## config.mk

```make
export PLATFORM = sky130hd
export DESIGN_NAME = sbc_ctrl_regs
export DESIGN_NICKNAME = d
export VERILOG_FILES = /design/src/common/sbc_pkg.sv /design/src/rtl/sbc_ctrl_regs.sv /design/src/rtl/sbc_reset_sync.sv /design/src/rtl/sbc_wdog_period.sv
export SDC_FILE = /design/constraint.sdc
export NUM_CORES = 1
export LEC_CHECK = 0
export BUFFER_PORTS_ARGS = -buffer_cell sky130_fd_sc_hd__buf_4
export CORE_ASPECT_RATIO = 0.8
export CORE_MARGIN = 3
export CORE_UTILIZATION = 40
export CTS_BUF_LIST = sky130_fd_sc_hd__clkbuf_8 sky130_fd_sc_hd__clkbuf_16
export DETAILED_ROUTE_END_ITERATION = 6
export PLACE_DENSITY_LB_ADDON = 0.2
export SYNTH_ARGS = -nofsm -noshare
export SYNTH_HDL_FRONTEND = slang
export SYNTH_SLANG_ARGS = --single-unit
```

## constraint.sdc

```tcl
create_clock -name sys_clk -period 2.2 [get_ports sys_clk]
set_clock_uncertainty 0.2 [all_clocks]
set_input_delay 0.11 -clock sys_clk [delete_from_list [all_inputs] [get_ports sys_clk]]
set_output_delay 0.11 -clock sys_clk [all_outputs]
set_load 0.05 [all_outputs]
```

## src/common/sbc_pkg.sv

```systemverilog
/*
 constants for the supervisor control register bank: register addresses,
 write masks, reset and keep patterns, field positions, transceiver mode
 codes and watchdog period figures.
 assumes a 100 MHz system clock and 7-bit register addresses.
*/
package sbc_pkg;
    // register addresses
    localparam logic [6:0]  ADDR_HW          = 7'h02;
    localparam logic [6:0]  ADDR_WD          = 7'h03;
    localparam logic [6:0]  ADDR_BUS         = 7'h04;
    // writable bits, reserved bits stay zero
    localparam logic [15:0] HW_WMASK         = 16'h1E64;
    localparam logic [15:0] WD_WMASK         = 16'h8077;
    localparam logic [15:0] BUS_WMASK        = 16'h00FF;
    // reset values and keep patterns
    localparam logic [15:0] HW_POR           = 16'h0000;
    localparam logic [15:0] HW_SOFT_KEEP     = 16'h0200;
    localparam logic [15:0] HW_RESTART_KEEP  = 16'h1240;
    localparam logic [15:0] WD_RST           = 16'h0014;
    localparam logic [15:0] WD_RESTART_KEEP  = 16'h0010;
    localparam logic [15:0] WD_RESTART_SET   = 16'h0004;
    localparam logic [15:0] BUS_RST          = 16'h0000;
    localparam logic [15:0] BUS_RESTART_KEEP = 16'h00C4;
    localparam logic [15:0] BUS_FS_KEEP      = 16'h00E0;
    localparam logic [15:0] BUS_FS_SET       = 16'h0009;
    // field positions
    localparam int          HW_THERM_BIT     = 12;
    localparam int          HW_VSOV_BIT      = 11;
    localparam int          HW_SHDIS_BIT     = 10;
    localparam int          HW_RDEL_BIT      = 9;
    localparam int          HW_SRPIN_BIT     = 6;
    localparam int          HW_SW_FAIL_OUTPUT_ACTIVATE_BIT     = 5;
    localparam int          HW_STOP_HI_BIT   = 2;
    localparam int          WD_CHK_BIT       = 15;
    localparam int          WD_STOP_LO_BIT   = 6;
    localparam int          WD_TYPE_BIT      = 5;
    localparam int          WD_BUSWAKE_BIT   = 4;
    localparam int          WD_PER_LSB       = 0;
    localparam int          BUS_FLASH_BIT    = 7;
    localparam int          BUS_LSM_BIT      = 6;
    localparam int          BUS_TXDTO_BIT    = 5;
    localparam int          BUS_LIN_LSB      = 3;
    localparam int          BUS_LIN_Y_BIT    = 4;
    localparam int          BUS_CAN_LSB      = 0;
    localparam int          BUS_CAN_SWK_BIT  = 2;
    // transceiver mode codes
    localparam logic [1:0]  MODE_OFF         = 2'h0;
    localparam logic [1:0]  MODE_WAKE        = 2'h1;
    localparam logic [1:0]  MODE_RECV        = 2'h2;
    localparam logic [1:0]  MODE_NORMAL      = 2'h3;
    // watchdog periods in ms, codes 0 to 7
    localparam int          PER_MS_0         = 10;
    localparam int          PER_MS_1         = 20;
    localparam int          PER_MS_2         = 50;
    localparam int          PER_MS_3         = 100;
    localparam int          PER_MS_4         = 200;
    localparam int          PER_MS_5         = 500;
    localparam int          PER_MS_6         = 1000;
    localparam int          PER_MS_7         = 10000;
    localparam int          CLK_HZ           = 100_000_000;
    localparam int          TICKS_PER_MS     = CLK_HZ / 1000;
endpackage

```

## src/rtl/sbc_ctrl_regs.sv

```systemverilog
/*
 supervisor control register bank: hardware setup, watchdog control and
 transceiver mode registers, with their reset, restart and device updates.
 assumes a frame decoder on sys_clk delivering register strobes, and mode
 event pulses from the device state machine on the same clock.
*/
`timescale 1ns/1ns
module sbc_ctrl_regs #(
    parameter int TICKS_PER_MS = sbc_pkg::TICKS_PER_MS
) (
    input  wire logic        sys_clk,
    input  wire logic        rstn,
    // register access from the frame decoder
    input  wire logic        reg_wr,
    input  wire logic        reg_rd,
    input  wire logic [6:0]  reg_addr,
    input  wire logic [15:0] reg_wdata,
    output logic      [15:0] reg_rdata,
    output logic             reg_rd_valid,
    // device mode events
    input  wire logic        soft_reset_evt,
    input  wire logic        restart_entry,
    input  wire logic        stop_to_normal,
    input  wire logic        sleep_entry,
    input  wire logic        failsafe_entry,
    input  wire logic        bus_wake_in_stop,
    input  wire logic        system_error_config,
    input  wire logic        failure_active,
    input  wire logic        fail_output_pin_cfg,
    input  wire logic        restart_lin_wake,
    // device-side field updates
    input  wire logic        dev_wd_upd,
    input  wire logic        dev_wd_stop_lo,
    input  wire logic        dev_wd_start_bus,
    input  wire logic [2:0]  dev_wd_period,
    input  wire logic        dev_bus_upd,
    input  wire logic [1:0]  dev_lin_mode,
    input  wire logic [1:0]  dev_can_mode,
    // hardware setup outputs
    output logic             thermal_wait_select,
    output logic             vs_ov_select,
    output logic             sample_hold_disable,
    output logic             reset_delay_select,
    output logic             soft_reset_pin_option,
    output logic             stop_wdog_disable_hi,
    output logic             fail_output,
    // watchdog outputs
    output logic             wdog_checksum,
    output logic             stop_wdog_disable_lo,
    output logic             wdog_type_select,
    output logic             wdog_start_on_bus_wake,
    output logic      [2:0]  wdog_period_select,
    output logic      [29:0] wdog_period_cycles,
    output logic             wdog_start_long_window,
    // transceiver outputs
    output logic             lin_slope_off,
    output logic             lin_low_slope,
    output logic             lin_tx_dominant_timeout,
    output logic      [1:0]  lin_mode,
    output logic      [1:0]  can_mode,
    output logic             selective_wake
);
    logic        rst_n;
    logic [15:0] hw_reg;
    logic [15:0] wd_reg;
    logic [15:0] bus_reg;
    logic [15:0] next_hw;
    logic [15:0] next_wd;
    logic [15:0] next_bus;
    logic        wr_hw;
    logic        wr_wd;
    logic        wr_bus;

    // address match, shared by write and read decode
    function automatic logic sel(input logic [6:0] addr,
                                 input logic [6:0] target);
        sel = (addr == target);
    endfunction

    // store only writable bits of a host write
    function automatic logic [15:0] merge(input logic [15:0] cur,
                                          input logic [15:0] data,
                                          input logic [15:0] mask);
        merge = (cur & ~mask) | (data & mask);
    endfunction

    sbc_reset_sync u_rst (
        .sys_clk (sys_clk),
        .rstn    (rstn),
        .rst_n   (rst_n)
    );

    assign wr_hw  = reg_wr && sel(reg_addr, sbc_pkg::ADDR_HW);
    assign wr_wd  = reg_wr && sel(reg_addr, sbc_pkg::ADDR_WD);
    assign wr_bus = reg_wr && sel(reg_addr, sbc_pkg::ADDR_BUS);

    // hardware setup: run-time updates
    always_comb begin
        next_hw = hw_reg;
        if (stop_to_normal) begin
            next_hw[sbc_pkg::HW_STOP_HI_BIT] = 1'b0;
        end
        if (wr_hw) begin
            next_hw = merge(next_hw, reg_wdata, sbc_pkg::HW_WMASK);
        end
    end

    always_ff @(posedge sys_clk or negedge rst_n) begin
        if (!rst_n) begin
            hw_reg <= sbc_pkg::HW_POR;
        end else if (soft_reset_evt) begin
            hw_reg <= hw_reg & sbc_pkg::HW_SOFT_KEEP;
        end else if (restart_entry) begin
            hw_reg <= hw_reg & sbc_pkg::HW_RESTART_KEEP;
        end else begin
            hw_reg <= next_hw;
        end
    end

    // watchdog control: run-time updates
    always_comb begin
        next_wd = wd_reg;
        if (dev_wd_upd) begin
            next_wd[sbc_pkg::WD_STOP_LO_BIT] = dev_wd_stop_lo;
            next_wd[sbc_pkg::WD_BUSWAKE_BIT] = dev_wd_start_bus;
            next_wd[sbc_pkg::WD_PER_LSB +: 3] = dev_wd_period;
        end
        if (wr_wd) begin
            next_wd = merge(next_wd, reg_wdata, sbc_pkg::WD_WMASK);
        end
    end

    always_ff @(posedge sys_clk or negedge rst_n) begin
        if (!rst_n) begin
            wd_reg <= sbc_pkg::WD_RST;
        end else if (soft_reset_evt) begin
            wd_reg <= sbc_pkg::WD_RST;
        end else if (restart_entry) begin
            wd_reg <= (wd_reg & sbc_pkg::WD_RESTART_KEEP)
                      | sbc_pkg::WD_RESTART_SET;
        end else begin
            wd_reg <= next_wd;
        end
    end

    // transceiver modes: run-time updates
    always_comb begin
        next_bus = bus_reg;
        if (sleep_entry && !system_error_config
            && bus_reg[sbc_pkg::BUS_CAN_LSB + 1]) begin
            next_bus[sbc_pkg::BUS_CAN_LSB +: 2] = sbc_pkg::MODE_WAKE;
        end
        if (dev_bus_upd) begin
            next_bus[sbc_pkg::BUS_LIN_LSB +: 2] = dev_lin_mode;
            next_bus[sbc_pkg::BUS_CAN_LSB +: 2] = dev_can_mode;
        end
        if (wr_bus) begin
            next_bus = merge(next_bus, reg_wdata, sbc_pkg::BUS_WMASK);
        end
    end

    always_ff @(posedge sys_clk or negedge rst_n) begin
        if (!rst_n) begin
            bus_reg <= sbc_pkg::BUS_RST;
        end else if (soft_reset_evt) begin
            bus_reg <= sbc_pkg::BUS_RST;
        end else if (restart_entry) begin
            bus_reg <= bus_reg & sbc_pkg::BUS_RESTART_KEEP;
            bus_reg[sbc_pkg::BUS_LIN_Y_BIT] <= restart_lin_wake;
        end else if (failsafe_entry) begin
            bus_reg <= (bus_reg & sbc_pkg::BUS_FS_KEEP)
                       | sbc_pkg::BUS_FS_SET;
        end else begin
            bus_reg <= next_bus;
        end
    end

    // fail output: failure keeps it on regardless of software bit
    always_ff @(posedge sys_clk or negedge rst_n) begin
        if (!rst_n) begin
            fail_output <= 1'b0;
        end else begin
            fail_output <= failure_active
                           | (hw_reg[sbc_pkg::HW_SW_FAIL_OUTPUT_ACTIVATE_BIT]
                              & fail_output_pin_cfg);
        end
    end

    // long open window start on bus wake in stop
    always_ff @(posedge sys_clk or negedge rst_n) begin
        if (!rst_n) begin
            wdog_start_long_window <= 1'b0;
        end else begin
            wdog_start_long_window <= bus_wake_in_stop
                && wd_reg[sbc_pkg::WD_BUSWAKE_BIT];
        end
    end

    // read port, unmapped addresses read zero
    always_ff @(posedge sys_clk or negedge rst_n) begin
        if (!rst_n) begin
            reg_rdata    <= 16'h0000;
            reg_rd_valid <= 1'b0;
        end else begin
            reg_rd_valid <= reg_rd;
            if (reg_rd) begin
                if (sel(reg_addr, sbc_pkg::ADDR_HW)) begin
                    reg_rdata <= hw_reg & sbc_pkg::HW_WMASK;
                end else if (sel(reg_addr, sbc_pkg::ADDR_WD)) begin
                    reg_rdata <= wd_reg & sbc_pkg::WD_WMASK;
                end else if (sel(reg_addr, sbc_pkg::ADDR_BUS)) begin
                    reg_rdata <= bus_reg & sbc_pkg::BUS_WMASK;
                end else begin
                    reg_rdata <= 16'h0000;
                end
            end
        end
    end

    sbc_wdog_period #(
        .TICKS_PER_MS (TICKS_PER_MS)
    ) u_period (
        .sys_clk       (sys_clk),
        .rst_n         (rst_n),
        .period_sel    (wd_reg[sbc_pkg::WD_PER_LSB +: 3]),
        .period_cycles (wdog_period_cycles)
    );

    // field outputs straight from register bits
    assign thermal_wait_select     = hw_reg[sbc_pkg::HW_THERM_BIT];
    assign vs_ov_select            = hw_reg[sbc_pkg::HW_VSOV_BIT];
    assign sample_hold_disable     = hw_reg[sbc_pkg::HW_SHDIS_BIT];
    assign reset_delay_select      = hw_reg[sbc_pkg::HW_RDEL_BIT];
    assign soft_reset_pin_option   = hw_reg[sbc_pkg::HW_SRPIN_BIT];
    assign stop_wdog_disable_hi    = hw_reg[sbc_pkg::HW_STOP_HI_BIT];
    assign wdog_checksum           = wd_reg[sbc_pkg::WD_CHK_BIT];
    assign stop_wdog_disable_lo    = wd_reg[sbc_pkg::WD_STOP_LO_BIT];
    assign wdog_type_select        = wd_reg[sbc_pkg::WD_TYPE_BIT];
    assign wdog_start_on_bus_wake  = wd_reg[sbc_pkg::WD_BUSWAKE_BIT];
    assign wdog_period_select      = wd_reg[sbc_pkg::WD_PER_LSB +: 3];
    assign lin_slope_off           = bus_reg[sbc_pkg::BUS_FLASH_BIT];
    assign lin_low_slope           = bus_reg[sbc_pkg::BUS_LSM_BIT];
    assign lin_tx_dominant_timeout = bus_reg[sbc_pkg::BUS_TXDTO_BIT];
    assign lin_mode                = bus_reg[sbc_pkg::BUS_LIN_LSB +: 2];
    assign can_mode                = bus_reg[sbc_pkg::BUS_CAN_LSB +: 2];
    assign selective_wake          = bus_reg[sbc_pkg::BUS_CAN_SWK_BIT];
endmodule

```

## src/rtl/sbc_reset_sync.sv

```systemverilog
/*
 reset synchroniser: asynchronous assertion, release through two flops.
 assumes rstn is an active-low asynchronous input.
*/
`timescale 1ns/1ns
module sbc_reset_sync (
    input  wire logic sys_clk,
    input  wire logic rstn,
    output logic      rst_n
);
    logic stage;

    always_ff @(posedge sys_clk or negedge rstn) begin
        if (!rstn) begin
            stage <= 1'b0;
            rst_n <= 1'b0;
        end else begin
            stage <= 1'b1;
            rst_n <= stage;
        end
    end
endmodule

```

## src/rtl/sbc_wdog_period.sv

```systemverilog
/*
 watchdog period decoder: period code to a registered count of cycles.
 assumes a synchronised active-low reset on the same clock.
*/
`timescale 1ns/1ns
module sbc_wdog_period #(
    parameter int TICKS_PER_MS = sbc_pkg::TICKS_PER_MS
) (
    input  wire logic        sys_clk,
    input  wire logic        rst_n,
    input  wire logic [2:0]  period_sel,
    output logic      [29:0] period_cycles
);
    function automatic logic [29:0] to_cycles(input logic [2:0] code);
        int ms;
        ms = sbc_pkg::PER_MS_0;
        case (code)
            3'h0: ms = sbc_pkg::PER_MS_0;
            3'h1: ms = sbc_pkg::PER_MS_1;
            3'h2: ms = sbc_pkg::PER_MS_2;
            3'h3: ms = sbc_pkg::PER_MS_3;
            3'h4: ms = sbc_pkg::PER_MS_4;
            3'h5: ms = sbc_pkg::PER_MS_5;
            3'h6: ms = sbc_pkg::PER_MS_6;
            default: ms = sbc_pkg::PER_MS_7;
        endcase
        to_cycles = 30'(ms * TICKS_PER_MS);
    endfunction

    always_ff @(posedge sys_clk or negedge rst_n) begin
        if (!rst_n) begin
            period_cycles <= 30'h0;
        end else begin
            period_cycles <= to_cycles(period_sel);
        end
    end
endmodule

```

==> key figures, run 1 <==
Detailed routing
  – Starting DRT DRC Count: 240
  – Routed len/inst: 15.3 um
  – DRC: 0
  – ANT nets after route: 0
  – Overall routed net length: 13500 um
  – Vias per cell: 4.95
  – Pre-antenna DRT Iters: 4
  – Via count: 4348

Status
  – Violated checks: setup timing
  – Status: finished, violations left

Timing
  – Worst Tran Pin Value: 0.653 ns
  – Fmax: 0.216 GHz
  – Final setup fails: 18
  – Fin worst setup slack: -2.42 ns
  – Min Hold Slack: 0.0000395 ns
  – Final Hold Viols: 0
  – Max transition margin: 0.563
  – RSZ-0062 raised after global routing: yes
  – Min Tclk post-route: 4.62 ns
  – Max-slew violation total from the final report: 0
  – Final period util: 2.10

Synthesis
  – Top cells by area, synth: dfrtp_1 (34%), ha_1 (14%), fa_1 (6.2%)
  – Sequential-to-total area share from yosys stat: 0.354
  – Mapped cell area: 4540 um2
  – Synth Register Bits: 64
  – EDFF count, synth: 0
  – Most used DFF post-synth: dfrtp_1
  – Yosys warns: 0
  – Syn Inst Count: 485
  – Post-synth top area share: 0.342
  – Number of library cell types mapped by synthesis: 59
  – Leading area contributor after synthesis: dfrtp_1
  – Ys async rst share: 1.00
  – Mean Syn Cell Area: 9.35 um2

Setup path
  – Worst path max stage delay: 0.66 ns
  – Crit-path cells: nand2_4 -> and2_4 -> ha_4 -> ha_4 -> inv_4 -> fa_1 -> inv_2 -> ha_4 -> inv_2 -> fa_1 -> inv_2 -> ha_4 -> buf_6 -> nand3_4 -> a211o_1 -> a21oi_2 -> o31a_1 -> nand4_1 -> o311ai_2
  – Worst endpoint required time: 2.24 ns
  – Reg2Reg Depth: 19
  – R2r startpoint: wd_reg[2]$_DFFE_PN1P_
  – Critical path's slowest cell: dfstp_4
  – Element type at the critical path end: register
  – CP Depth: 19
  – CP Launch Type: register
  – Crit-path leading delay family: adder cells
  – Critical path type: reg -> reg
  – Max FO, Critical Path: 5
  – Critical Path Source: wd_reg[2]$_DFFE_PN1P_
  – Buf+Inv Stages, Crit Path: 5
  – CP most frequent cell: ha_4
  – Worst Path Arrival: 4.66 ns

Floorplanning
  – Initial Utilization: 0.413
  – Die span in y: 101 um
  – Num rows: 34
  – IO Pins: 118
  – Die Wd: 125 um
  – Die ar.: 12700 um2
  – Core footprint: 11000 um2

Place
  – Routability cong.: 0.915
  – DP HPWL: 10100 um
  – Placed cells: 821
  – Port Buffers: 105

Power
  – VDD IR max: 0.000331 V
  – PwrDens: 587 nW/um2
  – Static leakage power: 0.00369 uW

Flow run
  – Max_cap viols: 0

Global routing
  – Gr usage total: 0.212
  – First-pass GRT wire length: 21600 um
  – Antenna violations before repair: 0
  – Vias in the first global route: 4350
  – Pin count of the biggest net entering global routing: 50
  – GRT overflow: 0

CTS
  – Num CTS Buffers: 9
  – Htree depth: 3
  – CTS max path bufs: 2
  – Clk pin slew, worst setup/hold paths: 0.06 ns
  – Clk Latency, worst-skew pair: 0.33 ns
  – Clock root cell: clkbuf_16
  – CTS tree: built
  – Sink Count: 64

Worst hold path
  – Hold Path Class: in -> reg
  – Cell depth of the worst hold path: 4
  – Hold_sp: dev_wd_start_bus

Layout
  – Most common cell after layout, fill and taps aside: buf_4
  – Ratio of cells with drive above 1 in the final layout: 0.399
  – Layout Nets: 843
  – P&R area growth vs syn: 58.7%
  – Fin util: 0.656
  – Max reg flops: 24
  – Finished Layout Cells: 879
  – Commonest cells after routing, fill and taps aside: buf_4 (211), dfrtp_1 (59), inv_1 (47)
  – ANT cells: 0
[metrics by stage]
stage | worst slack, ns | instance area [um2] | setup TNS (ns) | power [uW]
2_1_floorplan | -2.55 | 4740 | -33.78 | 2220
3_3_place_gp | -2.40 | 6350 | -32.10 | 2720
3_5_place_dp | -2.47 | 6350 | -33.06 | 2750
4_1_cts | -2.36 | 7090 | -32.43 | 4200
5_1_grt | -2.55 | 7200 | -34.81 | 4430
6_report | -2.42 | 7200 | -32.86 | 4220
[cell usage after synthesis, types with 3 or more instances]
library cell   n
a211o_1        3
a211oi_1       6
a21o_1         5
a21oi_1       33
a22o_1         4
a22oi_1        3
a31oi_1        3
and2_1         3
and3_1         4
buf_2          3
buf_4          9
clkbuf_1      14
dfrtp_1       62
fa_1          14
ha_1          51
inv_1         55
mux2i_1       17
nand2_1       35
nand2b_1       7
nand3_1       13
nand4_1        4
nor2_1        43
nor2b_1        3
nor3_1         5
o211ai_1       3
o21a_1         4
o21ai_0       19
o22ai_1        3
or2_2          3
or3_1          3
xnor2_1       13
xor2_1         5
[cell families after synthesis]
kind of cell	after synthesis	share of synthesized area
AOI/OAI and AO/OA	100	0.145
muxes	20	0.0455
buffers and inverters	83	0.0786
adders and majority gates	65	0.202
xor gates and xnor gates	18	0.0348
and+or+nand+nor	133	0.139
DFF	64	0.354
other	2	0.00166
[report_power, final]
| group | internal, uW | total [uW] | switching, uW |
|---|---|---|---|
| Sequential | 1270 | 1310 | 36.5 |
| Clock | 761 | 1330 | 566 |
| Combinational | 687 | 1590 | 899 |
| Total | 2720 | 4220 | 1500 |
[cell type report]
class	count	area [um2]
fillers	883	3780
multi-input cells	349	2910
repair buffers	251	2010
flip-flops and latches	64	1610
clock buffers	9	225
inverters	55	213
well taps	144	180
clock inverters	7	47.5
[final timing paths]
| path | endpoint | slack, ns |
|---|---|---|
| max | u_period.period_cycles[26]$_DFF_PN0_ | -2.42 |
| min | wd_reg[4]$_DFFE_PN1P_ | 0.00004 |
| max reg2reg | u_period.period_cycles[26]$_DFF_PN0_ | -2.42 |
| min reg2reg | wd_reg[1]$_DFFE_PN0P_ | 0.06 |
| max in group asynchronous | u_period.period_cycles[27]$_DFF_PN0_ | 0.70 |
| min in group asynchronous | wd_reg[1]$_DFFE_PN0P_ | 0.06 |
[tightest hold or removal path, cell delays in order]
cell	delay, ns
buf_4	0.07
nand3_1	0.05
a21oi_1	0.15
a211o_1	0.12
[what timing repair did]
item,in CTS,in global routing
gates resized for setup,14,20
gates cloned,0,0
hold endpoints to repair,49,0
buffers inserted,6,4
pin swaps,13,16
endpoints found under the setup margin,18,19
hold buffers,34,0
[metal layers]
metal	vias to the layer above	GRT usage	wire length, um
li1	2131	-	-
met1	2078	0.288	6120
met3	20	0.0459	717
met2	119	0.348	6460
met4	0	0.0583	188
met5	-	0	0
No activity file was read; power rests on OpenSTA's default activity.
==> inputs of run 2 (changes only) <==
- ABC_AREA: default -> 1
==> run 2 against run 1 <==
Final cell count rose by 18%. The flow still finishes with violations (setup timing). Die area rose by 4.9%. Core utilization rose by 2.4 points. Sequential power barely moved. Critical endpoint is now u_period.period_cycles[21]$_DFF_PN0_. Largest power group unchanged. Critical path type unchanged. Global-route usage rose by 3.2 points.
==> key figures, run 2 <==
Status
  – Status: finished, violations left
  – Violated checks: setup timing

Synthesis
  – Synth Register Bits: 64
  – Post-synth top area share: 0.325
  – Leading area contributor after synthesis: dfrtp_1
  – Mux cell area share after synthesis: 0.00236
  – Cell with the most instances after synthesis: nand2_1
  – Syn Inst Count: 622
  – Synth Area in Simple Gates: 0.264
  – Mapped cell area: 4770 um2
  – Mean Syn Cell Area: 7.67 um2
  – EDFF count, synth: 0
  – Largest family of logic cells by synthesized area: simple AND/OR/NAND/NOR gates
  – Xor/xnor share of the synthesized area: 0.0220
  – Most used DFF post-synth: dfrtp_1
  – Yosys warns: 0
  – Synth cell count leaders: nand2_1 (175), inv_1 (100), dfrtp_1 (62), ha_1 (51), nor2_1 (45)
  – Ys async rst share: 1.00
  – Adder-Cell Fraction of Synth Area: 0.193
  – Synth Area in Compound Gates: 0.0785
  – Number of library cell types mapped by synthesis: 39
  – Sequential-to-total area share from yosys stat: 0.336
  – Top cells by area, synth: dfrtp_1 (33%), nand2_1 (14%), ha_1 (13%)

CTS
  – CTS max path bufs: 2
  – Num CTS Buffers: 9
  – Clk Latency, worst-skew pair: 0.33 ns
  – Sink Count: 64
  – Clock root cell: clkbuf_16
  – Clk pin slew, worst setup/hold paths: 0.06 ns
  – CTS tree: built
  – Htree depth: 3

Place
  – Placed cells: 959
  – Placed Area: 6490 um2
  – DP HPWL: 11800 um
  – Routability cong.: 0.914
  – Port Buffers: 105

Flow run
  – Max_cap viols: 0

Power
  – Switching Share: 0.365
  – Pwr Total: 4670 uW
  – Psw: 1700 uW
  – PwrDens: 593 nW/um2
  – Register share of total power: 0.284
  – Static leakage power: 0.00423 uW
  – Clock Power Share: 0.316
  – Power Internal: 2960 uW
  – Logic gate share of total power: 0.400
  – VDD IR max: 0.000414 V

Timing
  – Min Tclk post-route: 4.02 ns
  – Final period util: 1.83
  – Min Hold Slack: 0.00711 ns
  – Final Hold Viols: 0
  – Worst Tran Pin Value: 0.562 ns
  – Fin worst setup slack: -1.82 ns
  – Fmax: 0.249 GHz
  – Max-slew violation total from the final report: 0
  – Final setup fails: 18
  – Max transition margin: 0.625
  – RSZ-0062 raised after global routing: yes

Detailed routing
  – Overall routed net length: 16400 um
  – Pre-antenna DRT Iters: 5
  – Routed len/inst: 15.7 um
  – Via count: 5135
  – ANT nets after route: 0
  – Vias per cell: 4.94
  – DRC: 0
  – Starting DRT DRC Count: 315

Floorplanning
  – Core footprint: 11600 um2
  – Die Wd: 128 um
  – IO Pins: 118
  – Die span in y: 104 um
  – Num rows: 35
  – Initial Utilization: 0.412
  – Die ar.: 13300 um2

Layout
  – P&R area growth vs syn: 64.9%
  – Commonest cells after routing, fill and taps aside: buf_4 (208), nand2_1 (153), inv_1 (84)
  – Sequential cell area: 1610 um2
  – Max reg flops: 24
  – Footprint of the multi-input gates: 3280 um2
  – Ratio of cells with drive above 1 in the final layout: 0.391
  – ANT cells: 0
  – Layout Nets: 1000
  – Fin area: 7870 um2
  – # fillers: 919
  – Most common cell after layout, fill and taps aside: buf_4
  – Finished Layout Cells: 1040

Global routing
  – GRT overflow: 0
  – Gr usage total: 0.245
  – Antenna violations before repair: 0
  – Vias in the first global route: 5118
  – First-pass GRT wire length: 25900 um
  – Pin count of the biggest net entering global routing: 46

Setup path
  – Reg2Reg Depth: 23
  – Element type at the critical path end: register
  – Worst R2R End: u_period.period_cycles[21]$_DFF_PN0_
  – Critical path's slowest cell: dfstp_4
  – Critical path type: reg -> reg
  – Worst Path Arrival: 4.03 ns
  – Max FO, Critical Path: 7
  – Flop2flop setup slack: -1.82 ns
  – CP most frequent cell: nand2_1
  – Crit-path leading delay family: adder cells
  – Buf+Inv Stages, Crit Path: 4
  – Worst endpoint required time: 2.22 ns
  – Critical Path Source: wd_reg[2]$_DFFE_PN1P_
  – CP endpoint: u_period.period_cycles[21]$_DFF_PN0_
  – CP Launch Type: register
  – Worst path max stage delay: 0.69 ns
  – Crit-path cells: a21oi_4 -> ha_4 -> ha_4 -> inv_2 -> fa_1 -> inv_2 -> ha_4 -> inv_2 -> fa_1 -> inv_2 -> ha_4 -> nand2_2 -> nand2_1 -> nand2_1 -> nand2_1 -> nand2_1 -> nand2_2 -> nand2_2 -> nand3_4 -> nand2_2 -> nand2_1 -> nand2_1 -> nand2_1
  – R2r startpoint: wd_reg[2]$_DFFE_PN1P_
  – CP Depth: 23

Worst hold path
  – Hold Path Class: reg -> async
==> run 2: changes by cell type in the layout (fill, tap and decap cells not counted), moves of 11 or more <==
cell	previous run	this run
mux2i_1	17	0
nand2_1	31	153
ha_1	40	28
ha_4	9	21
o21ai_0	18	35
a21oi_1	27	13
nand2_2	3	17
inv_1	47	84
nand3_1	12	30
inv_2	6	17
==> run 2: cell families (layout without fill, tap and decap cells) <==
logic type | Yosys count | in the layout
AO/OA/AOI/OAI | 68 | 68
XOR/XNOR | 12 | 12
adder cells (fa/ha/maj) | 65 | 65
buffers and inverters | 119 | 378
flip-flops | 64 | 64
multiplexers | 1 | 1
other | 2 | 13
AND/OR/NAND/NOR | 291 | 291
==> run 2: power groups by stage <==
stage / Combinational, uW / Clock [uW] / Sequential, uW
6_report: 1870 / 1470 / 1320
5_1_grt: 2000 / 1550 / 1340
4_1_cts: 1810 / 1490 / 1330
3_5_place_dp: 1560 / 0 / 1350
3_3_place_gp: 1550 / 0 / 1340
2_1_floorplan: 609 / 0 / 1700
==> run 2: layer usage <==
metal / track usage / vias to the layer above / wire (um) / share of wire
met5: 0 / - / 0 / 0
li1: - / 2482 / - / -
met2: 0.376 / 196 / 7350 / 0.45
met3: 0.0459 / 27 / 1170 / 0.071
met4: 0.0568 / 0 / 299 / 0.018
met1: 0.357 / 2430 / 7530 / 0.46
==> run 2: final cells by class <==
type	count	share of cell area
sequential	64	0.205
inverter	104	0.0511
tap	148	0.0235
timing repair buffer	258	0.264
clock buffer	10	0.0304
multi-input combinational	450	0.417
clock inverter	6	0.00859
==> run 2: repair_timing <==
| item | in CTS | in global routing |
|---|---|---|
| hold endpoints to repair | 37 | 0 |
| setup endpoints to repair | 18 | 22 |
| hold buffers | 41 | 0 |
| buffers inserted | 12 | 15 |
| resized for setup | 69 | 28 |
| pin swaps | 45 | 24 |
==> run 2: worst min-delay path by stage <==
stage	start	to	slack (ns)	cells after the start
floorplan	rstn	u_rst.rst_n$_DFF_PN0_	-0.39	0
CTS	dev_lin_mode[0]	bus_reg[3]$_DFFE_PN0P_	0.008	4
finish	u_rst.rst_n$_DFF_PN0_	bus_reg[3]$_DFFE_PN0P_	0.007	0
detailed placement	rstn	u_rst.stage$_DFF_PN0_	-0.31	1
global route	u_rst.rst_n$_DFF_PN0_	bus_reg[3]$_DFFE_PN0P_	0.04	0
global placement	rstn	u_rst.stage$_DFF_PN0_	-0.31	1
==> run 2: per-stage QoR <==
step / util / setup WS, ns / setup TNS (ns)
2_1_floorplan: - / -1.91 / -28.17
3_3_place_gp: 0.561 / -1.78 / -26.78
3_5_place_dp: 0.561 / -1.90 / -28.26
4_1_cts: 0.661 / -1.75 / -26.14
5_1_grt: 0.680 / -1.92 / -28.71
6_report: 0.680 / -1.82 / -26.62
